`src/logic/rplw_pkg.sv`:
```
// Purpose: Shared constants, types and register map for the packet datapath
// Assumes: One 20 MHz clock, synchronous active-low reset
// Notes: Offsets are word indices on the plain register port
package rplw_pkg;
  localparam int CLK_HZ = 20000000;
  // Register offsets
  localparam logic [3:0] ADDR_LEN = 4'h0;
  localparam logic [3:0] ADDR_CFG_A = 4'h1;
  localparam logic [3:0] ADDR_CFG_B = 4'h2;
  localparam logic [3:0] ADDR_END = 4'h3;
  localparam logic [3:0] ADDR_CTRL = 4'h4;
  localparam logic [3:0] ADDR_STAT = 4'h5;
  localparam logic [3:0] ADDR_NODE = 4'h6;
  localparam logic [3:0] ADDR_CNT = 4'h7;
  localparam logic [3:0] ADDR_CRC_LO = 4'h8;
  localparam logic [3:0] ADDR_CRC_HI = 4'h9;
  // packet_config_a fields
  localparam int CFGA_MODE_LSB = 0;
  localparam int CFGA_BITS_LSB = 2;
  localparam int CFGA_UART = 5;
  localparam int CFGA_UPOL = 6;
  // packet_config_b fields
  localparam int CFGB_WHITE = 0;
  localparam int CFGB_SWAP = 1;
  localparam int CFGB_CRC_LSB = 2;
  localparam int CFGB_RAND = 4;
  // Control bits
  localparam int CTRL_TX = 0;
  localparam int CTRL_RX = 1;
  localparam int CTRL_STOP = 2;
  // Reset values
  localparam logic [7:0] LEN_RST = 8'h00;
  localparam logic [7:0] CFGA_RST = 8'h00;
  localparam logic [7:0] CFGB_RST = 8'h00;
  localparam logic [7:0] END_RST = 8'h00;
  localparam logic [7:0] NODE_RST = 8'h00;
  localparam logic [8:0] PN9_SEED = 9'h1ff;
  localparam logic [15:0] CRC_SEED = 16'hffff;
  localparam logic [15:0] CRC_POLY = 16'h8005;
  // Length modes
  localparam logic [1:0] MODE_FIXED = 2'h0;
  localparam logic [1:0] MODE_INF = 2'h2;
  localparam logic [3:0] BIT_LAST = 4'h7;
  typedef enum logic [3:0] {
    ST_IDLE = 4'b0001,
    ST_START = 4'b0010,
    ST_DATA = 4'b0100,
    ST_STOP = 4'b1000
  } rplw_state_e;
  typedef struct packed {
    logic we;
    logic re;
    logic [3:0] addr;
    logic [7:0] wdata;
  } rplw_bus_s;
endpackage

```
`src/logic/rplw_pn9.sv`:
```
// Purpose: PN9 whitening sequence generator
// Assumes: Advanced once per whitened data bit
// Notes: Preset loads all ones at packet start
module rplw_pn9
  import rplw_pkg::*;
(
  input wire logic clk_i,
  input wire logic rst_n_i,
  input wire logic preset_i,
  input wire logic step_i,
  output logic bit_o
);
  logic [8:0] lfsr;
  logic [8:0] next_lfsr;
  // Shift toward bit 0; feedback is bit 5 xor bit 0
  always_comb begin
    next_lfsr = lfsr;
    if (preset_i) begin
      next_lfsr = PN9_SEED;
    end else if (step_i) begin
      next_lfsr = {lfsr[5] ^ lfsr[0], lfsr[8:1]};
    end
  end
  always_ff @(posedge clk_i) begin
    if (!rst_n_i) begin
      lfsr <= PN9_SEED;
    end else begin
      lfsr <= next_lfsr;
    end
  end
  assign bit_o = lfsr[0];
endmodule

```
`src/logic/rplw_crc.sv`:
```
// Purpose: CRC-16 accumulator over processed data bits
// Assumes: One step per data bit, msb-first polynomial 0x8005
// Notes: Check value is shown to software, not appended here
module rplw_crc
  import rplw_pkg::*;
(
  input wire logic clk_i,
  input wire logic rst_n_i,
  input wire logic init_i,
  input wire logic step_i,
  input wire logic bit_i,
  output logic [15:0] crc_o
);
  logic [15:0] next_crc;
  // Serial update; kept simple since the long-packet path only needs continuity
  always_comb begin
    next_crc = crc_o;
    if (init_i) begin
      next_crc = CRC_SEED;
    end else if (step_i) begin
      next_crc = {crc_o[14:0], 1'b0} ^ ((crc_o[15] ^ bit_i) ? CRC_POLY : 16'h0000);
    end
  end
  always_ff @(posedge clk_i) begin
    if (!rst_n_i) begin
      crc_o <= CRC_SEED;
    end else begin
      crc_o <= next_crc;
    end
  end
endmodule

```
`src/logic/rplw_top.sv`:
```
// Purpose: Packet length control, whitening, bit reversal and async framing
// Assumes: One bit per cycle when BIT_EN_I is high; bytes ready when asked
// Notes: Registers on a plain port with read data one cycle later
module rplw_top
  import rplw_pkg::*;
(
  input wire logic CLK_SYS_I,
  input wire logic RST_N_I,
  input wire logic [3:0] ADDR_I,
  input wire logic [7:0] WDATA_I,
  input wire logic WR_I,
  input wire logic RD_I,
  output logic [7:0] RDATA_O,
  input wire logic BIT_EN_I,
  input wire logic RX_BIT_I,
  output logic TX_BIT_O,
  output logic TX_BIT_VALID_O,
  input wire logic [7:0] TXB_DATA_I,
  output logic TXB_POP_O,
  output logic [7:0] RXB_DATA_O,
  output logic RXB_PUSH_O,
  output logic FRAME_ERR_O,
  output logic PKT_DONE_O,
  output logic [1:0] END_STATE_O
);
  rplw_bus_s bus;
  logic [7:0] packet_length_reg, packet_config_a, packet_config_b;
  logic [7:0] radio_end_config_a, node_address_reg;
  logic [7:0] next_len, next_cfga, next_cfgb, next_end, next_node;
  rplw_state_e state, next_state;
  logic is_tx, next_is_tx, busy, next_busy, ferr, next_ferr;
  logic [7:0] byte_cnt, next_byte_cnt, shreg, next_shreg;
  logic [3:0] bit_idx, next_bit_idx;
  logic tx_bit, next_tx_bit, tx_val, next_tx_val, pop, next_pop;
  logic [7:0] rxd, next_rxd;
  logic push, next_push, done, next_done, ferr_seen, next_ferr_seen;
  logic [1:0] end_st, next_end_st;
  logic [7:0] rdata, next_rdata;
  logic pn_bit, pn_preset, pn_step, crc_step, crc_bit, crc_init;
  logic [15:0] crc;
  logic [1:0] len_mode;
  logic [2:0] trail_bits;
  logic uart_en, start_val, stop_val, white_en, swap_en, rand_en, crc_on;
  logic [7:0] tx_rev, rx_rev;
  logic [3:0] bits_this_byte;
  logic last_byte, data_in, data_out, wire_bit;

  assign bus = '{we: WR_I, re: RD_I, addr: ADDR_I, wdata: WDATA_I};
  assign len_mode = packet_config_a[CFGA_MODE_LSB +: 2];
  assign trail_bits = packet_config_a[CFGA_BITS_LSB +: 3];
  assign uart_en = packet_config_a[CFGA_UART];
  assign start_val = packet_config_a[CFGA_UPOL];
  assign stop_val = ~packet_config_a[CFGA_UPOL];
  assign white_en = packet_config_b[CFGB_WHITE];
  assign swap_en = packet_config_b[CFGB_SWAP];
  assign rand_en = packet_config_b[CFGB_RAND];
  assign crc_on = (packet_config_b[CFGB_CRC_LSB +: 2] == 2'h1) ||
                  (packet_config_b[CFGB_CRC_LSB +: 2] == 2'h2);

  // Bit reversal of the byte in each direction
  genvar g;
  generate
    for (g = 0; g < 8; g++) begin : g_rev
      assign tx_rev[g] = swap_en ? TXB_DATA_I[7 - g] : TXB_DATA_I[g];
      assign rx_rev[g] = swap_en ? next_rxd[7 - g] : next_rxd[g];
    end
  endgenerate

  // Last byte: counter plus one equals length in fixed mode; zero length means 256
  // bytes, or only trailing bits when a trailing count is set
  assign last_byte = (len_mode == MODE_FIXED) &&
                     (byte_cnt + 8'h01 == packet_length_reg ||
                      (packet_length_reg == 8'h00 && trail_bits != 3'h0 &&
                       byte_cnt == 8'h00));
  assign bits_this_byte = (last_byte && trail_bits != 3'h0) ?
                          {1'b0, trail_bits} - 4'h1 : BIT_LAST;
  // Data bit before whitening; random mode whitens constant zero
  assign data_in = rand_en ? 1'b0 : shreg[bit_idx[2:0]];
  assign data_out = white_en | rand_en ? data_in ^ pn_bit : data_in;
  assign wire_bit = white_en ? RX_BIT_I ^ pn_bit : RX_BIT_I;
  assign pn_preset = (state == ST_IDLE);
  assign pn_step = BIT_EN_I && busy && state == ST_DATA;
  assign crc_step = pn_step && crc_on;
  // Checksum clears only when a packet starts, so software can still read it afterwards
  assign crc_init = (state == ST_IDLE) && bus.we && bus.addr == ADDR_CTRL &&
                    (bus.wdata[CTRL_TX] || bus.wdata[CTRL_RX]);
  assign crc_bit = is_tx ? data_in : wire_bit;

  rplw_pn9 rplw_pn9_i (
    .clk_i(CLK_SYS_I),
    .rst_n_i(RST_N_I),
    .preset_i(pn_preset),
    .step_i(pn_step),
    .bit_o(pn_bit)
  );

  rplw_crc rplw_crc_i (
    .clk_i(CLK_SYS_I),
    .rst_n_i(RST_N_I),
    .init_i(crc_init),
    .step_i(crc_step),
    .bit_i(crc_bit),
    .crc_o(crc)
  );

  // Register writes; length, bits and mode are live during a packet
  always_comb begin
    next_len = packet_length_reg;
    next_cfga = packet_config_a;
    next_cfgb = packet_config_b;
    next_end = radio_end_config_a;
    next_node = node_address_reg;
    if (bus.we) begin
      case (bus.addr)
        ADDR_LEN: next_len = bus.wdata;
        ADDR_CFG_A: next_cfga = bus.wdata;
        ADDR_CFG_B: next_cfgb = bus.wdata;
        ADDR_END: next_end = bus.wdata;
        ADDR_NODE: next_node = bus.wdata;
        default: next_len = packet_length_reg;
      endcase
    end
    next_rdata = 8'h00;
    if (bus.re) begin
      case (bus.addr)
        ADDR_LEN: next_rdata = packet_length_reg;
        ADDR_CFG_A: next_rdata = packet_config_a;
        ADDR_CFG_B: next_rdata = packet_config_b;
        ADDR_END: next_rdata = radio_end_config_a;
        ADDR_STAT: next_rdata = {4'h0, ferr_seen, busy, is_tx, done};
        ADDR_NODE: next_rdata = node_address_reg;
        ADDR_CNT: next_rdata = byte_cnt;
        ADDR_CRC_LO: next_rdata = crc[7:0];
        ADDR_CRC_HI: next_rdata = crc[15:8];
        default: next_rdata = 8'h00;
      endcase
    end
  end

  // Serial engine: start, data and stop bits per byte
  always_comb begin
    next_state = state;
    next_is_tx = is_tx;
    next_busy = busy;
    next_byte_cnt = byte_cnt;
    next_shreg = shreg;
    next_bit_idx = bit_idx;
    next_tx_bit = tx_bit;
    next_tx_val = 1'b0;
    next_pop = 1'b0;
    next_rxd = rxd;
    next_push = 1'b0;
    next_done = 1'b0;
    next_ferr = 1'b0;
    next_ferr_seen = ferr_seen;
    next_end_st = end_st;
    if (bus.we && bus.addr == ADDR_STAT) begin
      next_ferr_seen = 1'b0;
    end
    case (state)
      ST_IDLE: begin
        if (bus.we && bus.addr == ADDR_CTRL &&
            (bus.wdata[CTRL_TX] || bus.wdata[CTRL_RX])) begin
          next_is_tx = bus.wdata[CTRL_TX];
          next_busy = 1'b1;
          next_byte_cnt = 8'h00;
          next_state = ST_START;
        end
      end
      ST_START: begin
        if (BIT_EN_I) begin
          next_bit_idx = 4'h0;
          next_rxd = 8'h00;
          if (is_tx) begin
            next_shreg = tx_rev;
            next_pop = 1'b1;
          end
          if (uart_en) begin
            next_state = ST_DATA;
            if (is_tx) begin
              next_tx_bit = start_val;
              next_tx_val = 1'b1;
            end else if (RX_BIT_I != start_val) begin
              next_ferr = 1'b1;
              next_ferr_seen = 1'b1;
            end
          end else begin
            next_state = ST_DATA;
          end
        end
      end
      ST_DATA: begin
        if (BIT_EN_I) begin
          if (is_tx) begin
            next_tx_bit = data_out;
            next_tx_val = 1'b1;
          end else begin
            next_rxd[bit_idx[2:0]] = wire_bit;
          end
          next_bit_idx = bit_idx + 4'h1;
          if (bit_idx == bits_this_byte) begin
            if (!is_tx) begin
              next_push = 1'b1;
            end
            next_byte_cnt = byte_cnt + 8'h01;
            if (uart_en) begin
              next_state = ST_STOP;
            end else if (last_byte) begin
              next_state = ST_IDLE;
              next_busy = 1'b0;
              next_done = 1'b1;
              next_end_st = is_tx ? radio_end_config_a[1:0] : radio_end_config_a[3:2];
            end else begin
              next_state = ST_START;
            end
          end
        end
      end
      ST_STOP: begin
        if (BIT_EN_I) begin
          if (is_tx) begin
            next_tx_bit = stop_val;
            next_tx_val = 1'b1;
          end else if (RX_BIT_I != stop_val) begin
            next_ferr = 1'b1;
            next_ferr_seen = 1'b1;
          end
          // Counter already advanced: compare the new count against the length
          if ((len_mode == MODE_FIXED) &&
              (byte_cnt == packet_length_reg ||
               (packet_length_reg == 8'h00 && trail_bits != 3'h0 &&
                byte_cnt == 8'h01))) begin
            next_state = ST_IDLE;
            next_busy = 1'b0;
            next_done = 1'b1;
            next_end_st = is_tx ? radio_end_config_a[1:0] : radio_end_config_a[3:2];
          end else begin
            next_state = ST_START;
          end
        end
      end
      default: next_state = ST_IDLE;
    endcase
    // Explicit stop ends any packet, the only exit in infinite mode
    if (bus.we && bus.addr == ADDR_CTRL && bus.wdata[CTRL_STOP]) begin
      next_state = ST_IDLE;
      next_busy = 1'b0;
    end
  end

  always_ff @(posedge CLK_SYS_I) begin
    if (!RST_N_I) begin
      packet_length_reg <= LEN_RST;
      packet_config_a <= CFGA_RST;
      packet_config_b <= CFGB_RST;
      radio_end_config_a <= END_RST;
      node_address_reg <= NODE_RST;
      rdata <= 8'h00;
      state <= ST_IDLE;
      is_tx <= 1'b0;
      busy <= 1'b0;
      byte_cnt <= 8'h00;
      shreg <= 8'h00;
      bit_idx <= 4'h0;
      tx_bit <= 1'b0;
      tx_val <= 1'b0;
      pop <= 1'b0;
      rxd <= 8'h00;
      push <= 1'b0;
      done <= 1'b0;
      ferr <= 1'b0;
      ferr_seen <= 1'b0;
      end_st <= 2'h0;
      RXB_DATA_O <= 8'h00;
    end else begin
      packet_length_reg <= next_len;
      packet_config_a <= next_cfga;
      packet_config_b <= next_cfgb;
      radio_end_config_a <= next_end;
      node_address_reg <= next_node;
      rdata <= next_rdata;
      state <= next_state;
      is_tx <= next_is_tx;
      busy <= next_busy;
      byte_cnt <= next_byte_cnt;
      shreg <= next_shreg;
      bit_idx <= next_bit_idx;
      tx_bit <= next_tx_bit;
      tx_val <= next_tx_val;
      pop <= next_pop;
      rxd <= next_rxd;
      push <= next_push;
      done <= next_done;
      ferr <= next_ferr;
      ferr_seen <= next_ferr_seen;
      end_st <= next_end_st;
      if (next_push) begin
        RXB_DATA_O <= rx_rev;
      end
    end
  end

  assign RDATA_O = rdata;
  assign TX_BIT_O = tx_bit;
  assign TX_BIT_VALID_O = tx_val;
  assign TXB_POP_O = pop;
  assign RXB_PUSH_O = push;
  assign FRAME_ERR_O = ferr;
  assign PKT_DONE_O = done;
  assign END_STATE_O = end_st;

  // Counter wraps from 255 to zero on each byte
  property p_wrap;
    @(posedge CLK_SYS_I) disable iff (!RST_N_I)
      (byte_cnt == 8'hff && next_byte_cnt != byte_cnt && state != ST_IDLE)
      |=> (byte_cnt == 8'h00);
  endproperty
  a_wrap: assert property (p_wrap) else $error("byte counter did not wrap");

  // Infinite mode never raises done
  property p_inf;
    @(posedge CLK_SYS_I) disable iff (!RST_N_I)
      (len_mode == MODE_INF) |=> !done;
  endproperty
  a_inf: assert property (p_inf) else $error("done in infinite mode");

  // Done is seen together with idle and not busy
  property p_done;
    @(posedge CLK_SYS_I) disable iff (!RST_N_I)
      done |-> (state == ST_IDLE && !busy);
  endproperty
  a_done: assert property (p_done) else $error("done without idle");

  // Framing error only from a framed receive start or stop slot
  property p_ferr;
    @(posedge CLK_SYS_I) disable iff (!RST_N_I)
      ferr |-> ($past(uart_en) && !$past(is_tx) &&
                ($past(state) == ST_START || $past(state) == ST_STOP));
  endproperty
  a_ferr: assert property (p_ferr) else $error("framing error unexpected");

  // A framed start bit carries the polarity value
  property p_start;
    @(posedge CLK_SYS_I) disable iff (!RST_N_I)
      (state == ST_START && BIT_EN_I && is_tx && uart_en)
      |=> (tx_val && tx_bit == $past(start_val));
  endproperty
  a_start: assert property (p_start) else $error("bad start bit");

  // Push happens only on receive
  property p_push;
    @(posedge CLK_SYS_I) disable iff (!RST_N_I)
      push |-> !is_tx;
  endproperty
  a_push: assert property (p_push) else $error("push in transmit");

  // Pop only in transmit, one per byte
  property p_pop;
    @(posedge CLK_SYS_I) disable iff (!RST_N_I)
      pop |-> (is_tx && !$past(pop));
  endproperty
  a_pop: assert property (p_pop) else $error("bad pop");

  // Without whitening or random mode the data bit passes untouched
  property p_plain;
    @(posedge CLK_SYS_I) disable iff (!RST_N_I)
      (state == ST_DATA && BIT_EN_I && is_tx && !white_en && !rand_en)
      |=> (tx_bit == $past(shreg[bit_idx[2:0]]));
  endproperty
  a_plain: assert property (p_plain) else $error("plain data altered");
endmodule

```
`config.mk`:
```
export PLATFORM = sky130hd
export DESIGN_NAME = rplw_top
export DESIGN_NICKNAME = d
export VERILOG_FILES = /design/src/logic/rplw_pkg.sv /design/src/logic/rplw_pn9.sv /design/src/logic/rplw_crc.sv /design/src/logic/rplw_top.sv
export SDC_FILE = /design/constraint.sdc
export NUM_CORES = 1
export LEC_CHECK = 0
export BUFFER_PORTS_ARGS = -buffer_cell sky130_fd_sc_hd__buf_4
export CAP_MARGIN = 10
export CORE_MARGIN = 1
export CORE_UTILIZATION = 57
export DETAILED_ROUTE_END_ITERATION = 8
export PLACE_DENSITY = 0.85
export SYNTH_ARGS = -nofsm -noshare
export SYNTH_HDL_FRONTEND = slang
export SYNTH_SLANG_ARGS = --single-unit
```
`constraint.sdc`:
```
create_clock -name CLK_SYS_I -period 7.1 [get_ports CLK_SYS_I]
set_clock_uncertainty 0.05 [all_clocks]
set_input_delay 1.775 -clock CLK_SYS_I [delete_from_list [all_inputs] [get_ports CLK_SYS_I]]
set_output_delay 1.775 -clock CLK_SYS_I [all_outputs]
set_load 0.005 [all_outputs]
```
* Word-level counts from Yosys, hierarchy flattened
Index checks and enable logic that the tools add are counted.
** Word-level totals
- Input bits :: 26
- Word-level logic and storage cells :: 225
- Register bits :: 124
- Output and inout bits :: 24
** Operators by class
- Reduce and logical (&&, ||, !) cells :: 50
- Bitwise operators :: 8
- Mux-type cells :: 105
- $add $sub $neg :: 3
- Eq/ne operators :: 33
- Magnitude comparators :: 2
** Operators with widths (number)
- one-hot mux 8 bit (9 select lines) :: 1
- two-way mux 1 bit :: 65
- two-way mux 8 bit :: 6
- two-way mux 4 bit :: 9
- one-hot mux 8 bit (2 select lines) :: 2
- == test 4 x 3 -> 1 bit (second input constant) :: 5
- inequality test 2 bit (second input constant) :: 10
- two-way mux 2 bit :: 9
- logical AND 1 bit :: 17
- == test 8 bit :: 2
- zero test 8 bit :: 2
- two-way mux 16 bit :: 1
- one-hot mux 4 bit (4 select lines) :: 1
- AND reduction 2 bit :: 8
- AND reduction 8 bit :: 2
- XOR 16 bit :: 1
- == test 4 x 2 -> 1 bit (second input constant) :: 3
- == test 4 bit (second input constant) :: 3
- nonzero test 3 bit :: 3
- adder 8 x 1 -> 8 bit (second input constant) :: 1
- bitwise mux 8 bit :: 1
- == test 4 x 1 -> 1 bit (second input constant) :: 2
- == test 8 x 1 -> 1 bit (second input constant) :: 1
- one-hot mux 1 bit (2 select lines) :: 4
- other kinds (26) :: 42

* Longest topological paths before layout
Gate-level depths: netlist of run 1.
- Word-level depth :: 11
- Depth in mapped cells :: 12
- Gate-level depth less buffers :: 11

* By module
A second synthesis of run 1 with hierarchy kept.
** Unflattened totals
- Cell total of the unflattened synthesis :: 736
- Area, all modules :: 6538.8 sq um
** Modules (own cells, without submodules)
- rplw_top :: seq. area each 1981.9 sq um, area an instance 5576.6 sq um, cells an instance 647, instances 1
- rplw_crc :: seq. area each 320.3 sq um, area an instance 604.3 sq um, cells an instance 58, instances 1
- rplw_pn9 :: seq. area each 180.2 sq um, area an instance 357.8 sq um, cells an instance 31, instances 1

* Worst setup path before layout of run 1
OpenSTA, ideal clock, no wires.
- Kind :: input port to flip-flop
- From :: input port ADDR_I[2]
- To :: register byte_cnt[3]
- Arrival :: 3.172 ns
- Cell stages on the path :: 8
- Library setup time :: 0.117 ns
- Data required time :: 6.933 ns
- Path slack :: 3.761 ns
- Buffers on the path :: 1
- Path through :: clkbuf_1 -> nor2b_1 -> and3_1 -> nand2_1 -> nor2_1 -> nor2_1 -> a32o_1 -> a22o_1
** On the way
- Cells in the longest elaborated chain, start to end :: 5
** Ends and longest elaborated chain
- from (decl) :: RTL line rplw_top.sv:9 : input wire logic [3:0] ADDR_I,
- == test 4 x 3 -> 1 bit :: RTL line rplw_top.sv:162 : if (bus.we && bus.addr == ADDR_CTRL &&
- logical AND 1 bit (2 in series) :: RTL line rplw_top.sv:162
- inequality test 2 x 1 -> 1 bit (no source line)
- AND reduction 4 bit (no source line)
- to (signal assigned) :: RTL line rplw_top.sv:285 : byte_cnt <= next_byte_cnt;
- to (decl) :: RTL line rplw_top.sv:32 : logic [7:0] byte_cnt, next_byte_cnt, shreg, next_shreg;
No other way between the ends.
A chain may end at the register's enable or synchronous reset.

* Final worst setup path of run 1
- From :: register byte_cnt[0]
- To :: register byte_cnt[4]
** On the way
- Cells in the longest elaborated chain, start to end :: 9
- Elaborated cells on any way between the ends :: 14
** Ends and longest elaborated chain
- adder 8 x 1 -> 8 bit / zero test 8 bit (equally long branches) :: RTL line rplw_top.sv:72, rplw_top.sv:205, rplw_top.sv:74
- == test 8 bit / logical AND 1 bit (equally long branches) :: RTL line rplw_top.sv:72, rplw_top.sv:73
- logical OR 1 bit :: RTL line rplw_top.sv:72 : (byte_cnt + 8'h01 == packet_length_reg ||
- logical AND 1 bit :: RTL line rplw_top.sv:71 : assign last_byte = (len_mode == MODE_FIXED) &&
- logical AND 1 bit :: RTL line rplw_top.sv:75 : assign bits_this_byte = (last_byte && trail_bits != 3'h0) ?
- two-way mux 4 bit :: RTL line rplw_top.sv:75
- == test 4 bit :: RTL line rplw_top.sv:201 : if (bit_idx == bits_this_byte) begin
- inequality test 2 x 1 -> 1 bit (no source line)
- AND reduction 4 bit (no source line)
Several ways; a longest one is shown, not always the timed one. The select of a mux whose other input is x is not followed.

==> impl_table.tex, run 1 <==
\begin{tabular}{lr}
\hline
Metric & Value \\
\hline
\multicolumn{2}{l}{\textbf{Outcome}} \\
Run status & completed \\
\multicolumn{2}{l}{\textbf{Floorplan}} \\
Core outline area & 10,900 µm² \\
Initial core utilization & 58.7\% \\
Cell row count & 38 \\
Die outline height & 108 µm \\
I/O pin cnt & 50 \\
Die X-Extent & about 110 µm \\
Die area & 11,600 µm² \\
\multicolumn{2}{l}{\textbf{CTS}} \\
Longest Clk Path Bufs & 2 \\
CTS tree & done \\
CTS H-tree depth & 4 \\
Clock sink count & roughly 120 \\
Clock-pin slew reported for the worst setup and hold paths after clock tree synthesis & about 60 ps \\
Hold-fix buffers, CTS & 0 \\
Total clock buffers created by CTS & 17 \\
Count of buffers added by post-CTS timing repair for setup & 0 \\
Latest clock arrival within the worst-skew pair & around 530 ps \\
Clock tree root driver cell & sky130\_fd\_sc\_hd\_\_clkbuf\_8 \\
Post-cts resize count & 0 \\
\multicolumn{2}{l}{\textbf{Synth}} \\
Warnings, synthesis & 0 \\
Async SR Flop Fraction & 0\% \\
Cells after Synth & 787 \\
EDFF count, synth & 0 \\
Post-Synthesis Net Count & $\sim$820 \\
Post-synthesis register bit count & between 100 and 150 \\
Mean cell area of the mapped netlist & between 8 and 9 µm² \\
Netlist Area Pre-Place & between 6000 and 7000 µm² \\
Post-synth cell types & 62 \\
Leading register cell type out of synthesis & sky130\_fd\_sc\_hd\_\_dfxtp\_1 \\
Sequential-to-total area share from yosys stat & roughly two fifths \\
\multicolumn{2}{l}{\textbf{Setup path}} \\
Max FO, Critical Path & 23 \\
Peak per-stage delay on the critical path & between 500 and 600 ps \\
Arrival @ worst endpoint & 4430 ps \\
Gate family responsible for the most delay along the worst path & simple AND/OR/NAND/NOR gates \\
List of cells traversed by the critical path & ha\_1 -> nand2b\_1 -> nor4\_1 -> and4b\_1 -> or4\_4 -> a2111oi\_4 -> o221ai\_2 -> or3\_1 -> o31ai\_1 \\
Critical path type & flop to flop \\
Critical path launch point type & flop \\
Setup crit end kind & flop \\
Number of buffer and inverter instances along the worst setup path & 0 \\
Worst endpoint required time & $\sim$7500 ps \\
Highest-delay cell along the critical path & sky130\_fd\_sc\_hd\_\_or4\_4 \\
\multicolumn{2}{l}{\textbf{Route}} \\
Routed vias/inst & approximately 6.5 \\
Remaining design rule violation count & 0 \\
Post-detailed-route wirelength per cell & 19.3 µm \\
First-pass iteration count of the detailed router & 6 \\
Vias & slightly above 6,000 \\
Remaining antenna violation count & 0 \\
Iteration-0 DRC count of the detailed router & roughly 740 \\
Total Wirelength & 18,500 µm \\
\multicolumn{2}{l}{\textbf{Layout}} \\
Net count, final & roughly 840 \\
Storage element area & approximately 2500 µm² \\
Registers with the most flip-flops & rplw\_crc\_i.crc\_o (16), rplw\_pn9\_i.lfsr (9) \\
Layout overhead on the synthesized area & 15.1\% \\
Largest register by flop count & rplw\_crc\_i.crc\_o \\
Final Instance Count excl. Fillers & about 960 \\
Fill cell total of the finished layout & a little under 900 \\
Most common cell after layout, fill and taps aside & sky130\_fd\_sc\_hd\_\_dfxtp\_1 \\
Number of antenna cells inserted & 0 \\
Largest register FFs & 16 \\
Area taken by multi-input logic gates & between 3000 and 4000 µm² \\
Ratio of cells with drive above 1 in the final layout & between 10\% and 20\% \\
Most frequent cells in the layout & sky130\_fd\_sc\_hd\_\_dfxtp\_1 (124), sky130\_fd\_sc\_hd\_\_nand2\_1 (103), sky130\_fd\_sc\_hd\_\_nor2\_1 (78), sky130\_fd\_sc\_hd\_\_nand3\_1 (60), sky130\_fd\_sc\_hd\_\_buf\_4 (54) \\
\multicolumn{2}{l}{\textbf{Worst hold path}} \\
Type of the tightest min-delay check & flop to flop \\
\multicolumn{2}{l}{\textbf{STA}} \\
Tmin final & roughly 4000 ps \\
Actual slew at the worst max-slew pin & $\sim$1100 ps \\
Setup TNS & 0 ps \\
Final Max Slew Viols & 0 \\
Final hold vios & 0 \\
Number of endpoints failing setup at the final stage & 0 \\
Worst slew margin relative to its limit & between 20\% and 30\% \\
RSZ-0062 raised after global routing & no \\
Period utilization & between 50\% and 60\% \\
Highest achievable clock rate & 247 MHz \\
\multicolumn{2}{l}{\textbf{Global route}} \\
Sum of overflow across all layers after global routing & 0 \\
Largest net degree at the start of global routing & 70 \\
Global router's overall resource usage & 32.9\% \\
Vias in the first global route & 5,642 \\
Wire length of the first global-routing pass & just under 30,000 µm \\
Antenna violations before repair & 0 \\
\multicolumn{2}{l}{\textbf{Place}} \\
Port buffer count & around 50 \\
Detailed Place HPWL & 12,700 µm \\
Final weighted congestion in routability-driven placement & 0.938 \\
DP Cell Count & roughly 930 \\
\multicolumn{2}{l}{\textbf{Flow run}} \\
Max-cap violations & 0 \\
\multicolumn{2}{l}{\textbf{Power and ir drop}} \\
Leakage component of the power & about 0.0028 µW \\
Ratio of total power to cell area & $\sim$230 nW/µm² \\
VDD IR max & roughly 0.00014 V \\
\hline
\end{tabular}
[final cells by class]
class                      instances  share of cell area [%]
sequential                       124                    33.8
clock inverter                    11                    1.92
timing repair buffer              54                    5.51
inverter                          13                   0.664
tap                              140                    2.38
multi-input combinational        595                    49.5
clock buffer                      21                    6.25
[cell families after synthesis]
group / after synthesis / share of synthesized area [%]
simple gates: 333 / 25.2
compound gates: 174 / 17.9
flops: 124 / 38.9
buf+inv: 68 / 4.15
mux: 59 / 9.56
xor+xnor: 23 / 3.15
fa+ha+maj: 6 / 1.18
[synth_stat cells (8+ instances only)]
cell type,number,share of area (%)
sky130_fd_sc_hd__or3_1,15,1.5
sky130_fd_sc_hd__dfxtp_1,124,39
sky130_fd_sc_hd__o21ai_0,32,2.5
sky130_fd_sc_hd__xnor2_1,11,1.5
sky130_fd_sc_hd__nand3_1,60,4.7
sky130_fd_sc_hd__mux2i_1,52,8.1
sky130_fd_sc_hd__inv_1,13,0.76
sky130_fd_sc_hd__and2_1,14,1.4
sky130_fd_sc_hd__nor4_1,10,0.98
sky130_fd_sc_hd__a31oi_1,11,1.1
sky130_fd_sc_hd__a211oi_1,14,1.6
sky130_fd_sc_hd__clkbuf_1,42,2.5
sky130_fd_sc_hd__xor2_1,12,1.6
sky130_fd_sc_hd__a21oi_1,52,4.1
sky130_fd_sc_hd__nor2_1,78,4.6
sky130_fd_sc_hd__nor2b_1,8,0.78
sky130_fd_sc_hd__nand2_1,103,6.1
[through the flow]
step	hold slack, ps	total power (µW)	worst slack [ps]	area, µm²	utilization [%]
after CTS	410	1700	3140	7350	67.5
after floorplan	383	795	3760	6390	-
after global routing	420	1750	2880	7350	67.5
after detailed placement	399	835	3150	6750	62.0
after global placement	396	832	3350	6750	62.0
final	408	1710	3060	7350	67.5
[per-layer routing]
metal	vias to the layer above	global-route usage [%]	wire length [µm]
li1	2862	-	-
met1	2928	45.6	7780
met2	382	48.4	8280
met3	58	7.75	1860
met4	0	14.6	587
met5	-	0	0
[where the power goes]
| group | switching [µW] | total, µW | internal (µW) |
|---|---|---|---|
| logic | 69.8 | 111 | 40.9 |
| registers | 10.6 | 714 | 704 |
| clock network | 321 | 881 | 561 |
[path summary, 6_finish.rpt]
check,depth (start not counted),from,slack [ps],to
worst min register to register,2,node_address_reg[7],410,node_address_reg[7]
worst min-delay path,2,node_address_reg[7],410,node_address_reg[7]
worst max register to register,9,byte_cnt[0],3060,byte_cnt[4]
worst max-delay path,9,byte_cnt[0],3060,byte_cnt[4]
[worst min-delay path: cells and delay by family (launching register included)]
kind | cells | cell delay (ps)
AOI/OAI and AO/OA | 1 | 50
and+or+nand+nor | 1 | 50
DFF | 1 | 310
Note: power is estimated with default switching activity, not from simulation.
==> run 2: changes to the inputs <==
- clock period: 7.1 -> 3.9 ns (I/O delays scaled with it)
==> run 2 against run 1 <==
Effect of this change:
- sequential power rose by 82%
- final cell count is 0.31% higher
- core utilization shrank 0.080 points
- register-to-register slack got worse by 2800 ps
- sequential cell count unchanged
- non-clock buffer count rose by 5
- clock power rose by 60%
- critical endpoint is now byte_cnt[5]
==> impl_table.tex, run 2 (same netlist as run 1, synthesis figures left out) <==
\begin{tabular}{lr}
\hline
Metric & Value \\
\hline
\multicolumn{2}{l}{\textbf{Global route}} \\
Global router's overall resource usage & 32.8\% (-0.16 points) \\
Largest net degree at the start of global routing & 38 (-46\%) \\
Wire length of the first global-routing pass & 29,100 µm (-0.45\%) \\
Busiest grt layer & met2 \\
Met2 Use GR & 48.1\% (-0.32 points) \\
Routing usage on met1 & 44.4\% (-1.2 points) \\
Sum of overflow across all layers after global routing & 0 (unchanged) \\
Vias in the first global route & 5,696 (+0.96\%) \\
GR Layer Usage met3 & 9.08\% (+1.3 points) \\
Antenna violations before repair & 0 (unchanged) \\
\multicolumn{2}{l}{\textbf{Power and ir drop}} \\
Overall power of the completed layout & 2920 µW (+71\%) \\
Leakage component of the power & 0.00283 µW (about the same) \\
VDD IR max & 0.000327 V (+140\%) \\
Ratio of total power to cell area & 398 nW/µm² (+71\%) \\
\multicolumn{2}{l}{\textbf{Route}} \\
Vias & 6,261 (+0.50\%) \\
Total Wirelength & 18,500 µm (-0.30\%) \\
Routed vias/inst & 6.52 (+0.18\%) \\
Post-detailed-route wirelength per cell & 19.2 µm (-0.61\%) \\
Remaining antenna violation count & 0 (unchanged) \\
Remaining design rule violation count & 0 (unchanged) \\
First-pass iteration count of the detailed router & 7 (+1) \\
Iteration-0 DRC count of the detailed router & 975 (+31\%) \\
\multicolumn{2}{l}{\textbf{Setup path}} \\
Max FO, Critical Path & 19 (-17\%) \\
Number of buffer and inverter instances along the worst setup path & 0 (unchanged) \\
Setup crit end kind & flop \\
Arrival @ worst endpoint & 4010 ps (-420 ps) \\
Highest-delay cell along the critical path & sky130\_fd\_sc\_hd\_\_or4\_4 \\
Gate family responsible for the most delay along the worst path & simple AND/OR/NAND/NOR gates \\
Critical path origin & byte\_cnt[1] \\
Startpoint of the worst-slack reg-to-reg timing path & byte\_cnt[1] \\
Critical path type & flop to flop \\
Peak per-stage delay on the critical path & 590 ps (about the same) \\
Worst endpoint required time & 4290 ps (-3200 ps) \\
List of cells traversed by the critical path & ha\_4 -> nand2b\_1 -> nor4\_1 -> and4b\_1 -> or4\_4 -> a2111oi\_4 -> o221ai\_4 -> or3\_1 -> o31ai\_1 \\
Critical path launch point type & flop \\
\multicolumn{2}{l}{\textbf{Floorplan}} \\
Cell row count & 38 (unchanged) \\
Die area & 11,600 µm² (unchanged) \\
Die X-Extent & 108 µm (unchanged) \\
Initial core utilization & 58.7\% (unchanged) \\
Die outline height & 108 µm (unchanged) \\
I/O pin cnt & 50 (unchanged) \\
Core outline area & 10,900 µm² (unchanged) \\
\multicolumn{2}{l}{\textbf{STA}} \\
Actual slew at the worst max-slew pin & 790 ps (-347 ps) \\
RSZ-0062 raised after global routing & no \\
Final hold vios & 0 (unchanged) \\
Number of endpoints failing setup at the final stage & 0 (unchanged) \\
Tmin final & 3620 ps (-425 ps) \\
Worst slew margin relative to its limit & 46.6\% (+23 points) \\
Final Max Slew Viols & 0 (unchanged) \\
Highest achievable clock rate & 276 MHz (+12\%) \\
Period utilization & 92.8\% (+36 points) \\
Setup TNS & 0 ps (unchanged) \\
\multicolumn{2}{l}{\textbf{CTS}} \\
Clock sink count & 124 (unchanged) \\
Longest Clk Path Bufs & 2 (unchanged) \\
Latest clock arrival within the worst-skew pair & 540 ps (about the same) \\
CTS H-tree depth & 4 (unchanged) \\
Clock-pin slew reported for the worst setup and hold paths after clock tree synthesis & 60 ps (about the same) \\
Total clock buffers created by CTS & 17 (unchanged) \\
CTS tree & done \\
Hold-fix buffers, CTS & 0 (unchanged) \\
Clock tree root driver cell & sky130\_fd\_sc\_hd\_\_clkbuf\_8 \\
\multicolumn{2}{l}{\textbf{Worst hold path}} \\
Type of the tightest min-delay check & flop to flop \\
Hold\_sp & node\_address\_reg[1] \\
\multicolumn{2}{l}{\textbf{Layout}} \\
Largest register by flop count & rplw\_crc\_i.crc\_o \\
Post-route standard cell area excluding fillers & 7340 µm² (-0.12\%) \\
Number of antenna cells inserted & 0 (unchanged) \\
Fill cell total of the finished layout & 840 (-3.8\%) \\
Net count, final & 842 (+0.60\%) \\
Ratio of cells with drive above 1 in the final layout & 12.7\% (+0.20 points) \\
Most common cell after layout, fill and taps aside & sky130\_fd\_sc\_hd\_\_dfxtp\_1 \\
Largest register FFs & 16 (unchanged) \\
Layout overhead on the synthesized area & 15.0\% \\
Registers with the most flip-flops & rplw\_crc\_i.crc\_o (16), rplw\_pn9\_i.lfsr (9) \\
Most frequent cells in the layout & sky130\_fd\_sc\_hd\_\_dfxtp\_1 (124), sky130\_fd\_sc\_hd\_\_nand2\_1 (103), sky130\_fd\_sc\_hd\_\_nor2\_1 (78), sky130\_fd\_sc\_hd\_\_nand3\_1 (60), sky130\_fd\_sc\_hd\_\_buf\_4 (59) \\
Post-Route Utilization & 67.4\% (-0.080 points) \\
\multicolumn{2}{l}{\textbf{Place}} \\
Placed cell area & 6790 µm² (+0.56\%) \\
Final weighted congestion in routability-driven placement & 0.959 (+2.2\%) \\
Detailed Place HPWL & 12,700 µm (+0.13\%) \\
Port buffer count & 49 (unchanged) \\
\multicolumn{2}{l}{\textbf{Outcome}} \\
Run status & completed \\
\multicolumn{2}{l}{\textbf{Flow run}} \\
Max-cap violations & 0 (unchanged) \\
\hline
\end{tabular}
-- run 2: cell types whose count changed in the layout (fill, tap and decap cells not counted), sizes merged --
cell,delta
buf,+5
clkinv,-2
clkbuf,+2
bufinv,-2
-- run 2: power breakdown --
group / switching (µW) / internal (µW)
Clock: 548 / 866
Combinational: 131 / 74.7
Sequential: 20.0 / 1280
Total: 699 / 2220
-- run 2: through the flow --
step           setup WS [ps]  cells  hold WS, ps
5_1_grt                 84.7    961          432
2_1_floorplan            835    787          383
4_1_cts                 23.3    961          411
6_report                 281    961          409
3_5_place_dp            53.2    931          402
3_3_place_gp             327    931          391
-- run 2: cell type report --
| type | instances | area [µm²] | area share [%] |
|---|---|---|---|
| multi-input combinational | 595 | 3670 | 50.0 |
| sequential | 124 | 2480 | 33.8 |
| clock buffer | 23 | 457 | 6.22 |
| timing repair buffer | 59 | 443 | 6.03 |
| tap | 140 | 175 | 2.39 |
| clock inverter | 7 | 67.6 | 0.920 |
| inverter | 13 | 48.8 | 0.665 |
-- run 2: worst register-to-register path, stage by stage, from the launching register on --
cell,delay [ps]
sky130_fd_sc_hd__dfxtp_1,520
sky130_fd_sc_hd__ha_4,280
sky130_fd_sc_hd__nand2b_1,70
sky130_fd_sc_hd__nor4_1,240
sky130_fd_sc_hd__and4b_1,240
sky130_fd_sc_hd__or4_4,590
sky130_fd_sc_hd__a2111oi_4,490
sky130_fd_sc_hd__o221ai_4,290
sky130_fd_sc_hd__or3_1,490
sky130_fd_sc_hd__o31ai_1,270
-- run 2: worst paths after layout --
path	to	slack, ps	cells after the start
worst max-delay path	byte_cnt[5]	280	9
worst min-delay path	node_address_reg[1]	410	2
worst max register to register	byte_cnt[5]	280	9
worst min register to register	node_address_reg[1]	410	2
-- run 2: metal layers --
metal  part of all wire, %  up-vias
met4                   3.9        0
met3                    11       70
met2                    44      411
met1                    41     2909
met5                     0        -
li1                      -     2871
-- run 2: repair_timing --
| item | in CTS | in global routing |
|---|---|---|
| gates resized for setup | 0 | 5 |
| setup endpoints to repair | 0 | 19 |
| hold endpoints to repair | 0 | 0 |
| setup buffers | 0 | 0 |
==> run 3: changes to the inputs <==
- PLACE_DENSITY: 0.85 -> 0.86
- clock period: 3.9 -> 4 ns (I/O delays scaled with it)
==> run 3 against run 2 <==
Effect of this change:
- first-iteration DRC count decreased by 23%
- clock power grew 9%
- global-route usage decreased by 0.54 points
- highest routed layer unchanged
==> impl_table.tex, run 3 (same netlist as run 1, synthesis figures left out) <==
\begin{tabular}{lr}
\hline
Metric & Value \\
\hline
\multicolumn{2}{l}{\textbf{Layout}} \\
Most common cell after layout, fill and taps aside & sky130\_fd\_sc\_hd\_\_dfxtp\_1 \\
Number of antenna cells inserted & 0 (unchanged) \\
Registers with the most flip-flops & rplw\_crc\_i.crc\_o (16), rplw\_pn9\_i.lfsr (9) \\
Largest register by flop count & rplw\_crc\_i.crc\_o \\
Post-route standard cell area excluding fillers & 7360 µm² (+0.22\%) \\
Most frequent cells in the layout & sky130\_fd\_sc\_hd\_\_dfxtp\_1 (124), sky130\_fd\_sc\_hd\_\_nand2\_1 (103), sky130\_fd\_sc\_hd\_\_nor2\_1 (78), sky130\_fd\_sc\_hd\_\_nand3\_1 (60), sky130\_fd\_sc\_hd\_\_buf\_4 (57) \\
Layout overhead on the synthesized area & 15.2\% \\
Ratio of cells with drive above 1 in the final layout & 12.6\% (-0.11 points) \\
Largest register FFs & 16 (unchanged) \\
Net count, final & 840 (-0.24\%) \\
\multicolumn{2}{l}{\textbf{Floorplan}} \\
I/O pin cnt & 50 (unchanged) \\
Core outline area & 10,900 µm² (unchanged) \\
Die outline height & 108 µm (unchanged) \\
Initial core utilization & 58.7\% (unchanged) \\
Die X-Extent & 108 µm (unchanged) \\
Die area & 11,600 µm² (unchanged) \\
Cell row count & 38 (unchanged) \\
\multicolumn{2}{l}{\textbf{Global route}} \\
Antenna violations before repair & 0 (unchanged) \\
Vias in the first global route & 5,624 (-1.3\%) \\
Global router's overall resource usage & 32.3\% (-0.54 points) \\
Sum of overflow across all layers after global routing & 0 (unchanged) \\
Wire length of the first global-routing pass & 28,700 µm (-1.4\%) \\
Largest net degree at the start of global routing & 38 (unchanged) \\
\multicolumn{2}{l}{\textbf{STA}} \\
Final hold vios & 0 (unchanged) \\
RSZ-0062 raised after global routing & no \\
Final Max Slew Viols & 0 (unchanged) \\
Period utilization & 93.8\% (+0.99 points) \\
Highest achievable clock rate & 267 MHz (-3.5\%) \\
Setup TNS & 0 ps (unchanged) \\
Actual slew at the worst max-slew pin & 787 ps (-3.27 ps) \\
Worst slew margin relative to its limit & 47.5\% (+0.89 points) \\
Number of endpoints failing setup at the final stage & 0 (unchanged) \\
Tmin final & 3750 ps (+132 ps) \\
\multicolumn{2}{l}{\textbf{Route}} \\
First-pass iteration count of the detailed router & 5 (-2) \\
Total Wirelength & 18,300 µm (-0.73\%) \\
Iteration-0 DRC count of the detailed router & 748 (-23\%) \\
Post-detailed-route wirelength per cell & 19.1 µm (-0.62\%) \\
Routed vias/inst & 6.52 (about the same) \\
Remaining design rule violation count & 0 (unchanged) \\
Vias & 6,257 (-0.064\%) \\
Remaining antenna violation count & 0 (unchanged) \\
\multicolumn{2}{l}{\textbf{CTS}} \\
CTS H-tree depth & 4 (unchanged) \\
Latest clock arrival within the worst-skew pair & 540 ps (about the same) \\
Clock-pin slew reported for the worst setup and hold paths after clock tree synthesis & 60 ps (about the same) \\
Total clock buffers created by CTS & 17 (unchanged) \\
Post-cts resize count & 0 (unchanged) \\
CTS tree & done \\
Longest Clk Path Bufs & 2 (unchanged) \\
Count of buffers added by post-CTS timing repair for setup & 0 (unchanged) \\
Hold-fix buffers, CTS & 0 (unchanged) \\
Clock sink count & 124 (unchanged) \\
Clock tree root driver cell & sky130\_fd\_sc\_hd\_\_clkbuf\_8 \\
\multicolumn{2}{l}{\textbf{Setup path}} \\
Critical path launch point type & flop \\
Worst endpoint required time & 4410 ps (+120 ps) \\
Critical path type & flop to flop \\
Arrival @ worst endpoint & 4160 ps (+150 ps) \\
Max FO, Critical Path & 17 (-2) \\
Setup crit end kind & flop \\
\multicolumn{2}{l}{\textbf{Power and ir drop}} \\
Ratio of total power to cell area & 407 nW/µm² (+2.4\%) \\
VDD IR max & 0.000517 V (+58\%) \\
Power spent charging and discharging nets & 687 µW (-1.7\%) \\
Leakage component of the power & 0.00285 µW (+0.46\%) \\
Sw frac & 22.9\% (-1.0 points) \\
Overall power of the completed layout & 3000 µW (+2.6\%) \\
Part of the total power dissipated in sequential elements & 42.3\% (-2.2 points) \\
Int Power & 2310 µW (+4.0\%) \\
Fraction of power consumed by combinational cells & 6.7\% (-0.3 points) \\
Part of the power in the clock network & 51.0\% (+2.6 points) \\
\multicolumn{2}{l}{\textbf{Flow run}} \\
Max-cap violations & 0 (unchanged) \\
\multicolumn{2}{l}{\textbf{Place}} \\
Final weighted congestion in routability-driven placement & 0.937 (-2.2\%) \\
Detailed Place HPWL & 12,600 µm (-0.82\%) \\
Port buffer count & 49 (unchanged) \\
Placed cell area & 6770 µm² (-0.22\%) \\
\multicolumn{2}{l}{\textbf{Worst hold path}} \\
Type of the tightest min-delay check & flop to flop \\
\multicolumn{2}{l}{\textbf{Outcome}} \\
Run status & completed \\
\hline
\end{tabular}
## run 3: cell types whose count changed in the layout (fill, tap and decap cells not counted)
cell                         delta
sky130_fd_sc_hd__clkbuf_8       +1
sky130_fd_sc_hd__clkbuf_1       -1
sky130_fd_sc_hd__o221ai_4       -1
sky130_fd_sc_hd__buf_4          -2
sky130_fd_sc_hd__ha_2           +1
sky130_fd_sc_hd__bufinv_16      +2
sky130_fd_sc_hd__a2111oi_2      -1
sky130_fd_sc_hd__clkinvlp_4     -3
sky130_fd_sc_hd__a2111oi_1      +1
sky130_fd_sc_hd__clkinv_2       +2
sky130_fd_sc_hd__o221ai_2       +1
sky130_fd_sc_hd__ha_4           -1
## run 3: routing by layer
layer | GRT usage [%] | part of all wire [%]
met3 | 9.38 | 11
met2 | 47.3 | 45
met5 | 0 | 0
met4 | 14.3 | 2.8
met1 | 43.7 | 42
## run 3: power by group through the flow
stage	sequential [µW]	combinational [µW]	clock, µW
3_3_place_gp	1290	189	0
2_1_floorplan	1290	125	0
5_1_grt	1270	215	1570
6_report	1270	202	1530
4_1_cts	1270	195	1520
3_5_place_dp	1290	193	0
## run 3: final cells by class
| type | count | area [µm²] |
|---|---|---|
| fill | 816 | 3530 |
| multi-input combinational | 595 | 3640 |
| timing repair buffer | 57 | 428 |
| clock buffer | 23 | 467 |
| tap | 140 | 175 |
| clock inverter | 8 | 115 |
| inverter | 13 | 48.8 |
| sequential | 124 | 2480 |
## run 3: path summary, 6_finish.rpt
path / startpoint / to / slack [ps] / cells past startpoint
max: byte_cnt[0] / RXB_DATA_O[1] / 250 / 10
max reg2reg: byte_cnt[0] / RXB_DATA_O[1] / 250 / 10
min: node_address_reg[0] / node_address_reg[0] / 410 / 2
min reg2reg: node_address_reg[0] / node_address_reg[0] / 410 / 2
## run 3: critical path, stage by stage (launching register included)
cell                        delay (ps)
sky130_fd_sc_hd__dfxtp_1           550
sky130_fd_sc_hd__ha_2              400
sky130_fd_sc_hd__nand2b_1           90
sky130_fd_sc_hd__nor4_1            210
sky130_fd_sc_hd__and4b_1           240
sky130_fd_sc_hd__or4_4             590
sky130_fd_sc_hd__a2111oi_4         480
sky130_fd_sc_hd__o221ai_2          260
sky130_fd_sc_hd__buf_4             260
sky130_fd_sc_hd__or3_1             370
sky130_fd_sc_hd__a21oi_1           160
## run 3: through the flow
step                      hold slack (ps)  util, %  worst slack [ps]  cells
final                                 412     67.6               249    960
after global routing                  423     67.6              80.1    960
after CTS                             409     67.6               208    960
after detailed placement              401     62.2               282    929
after global placement                393     62.2               504    929
after floorplan                       383        -               935    787
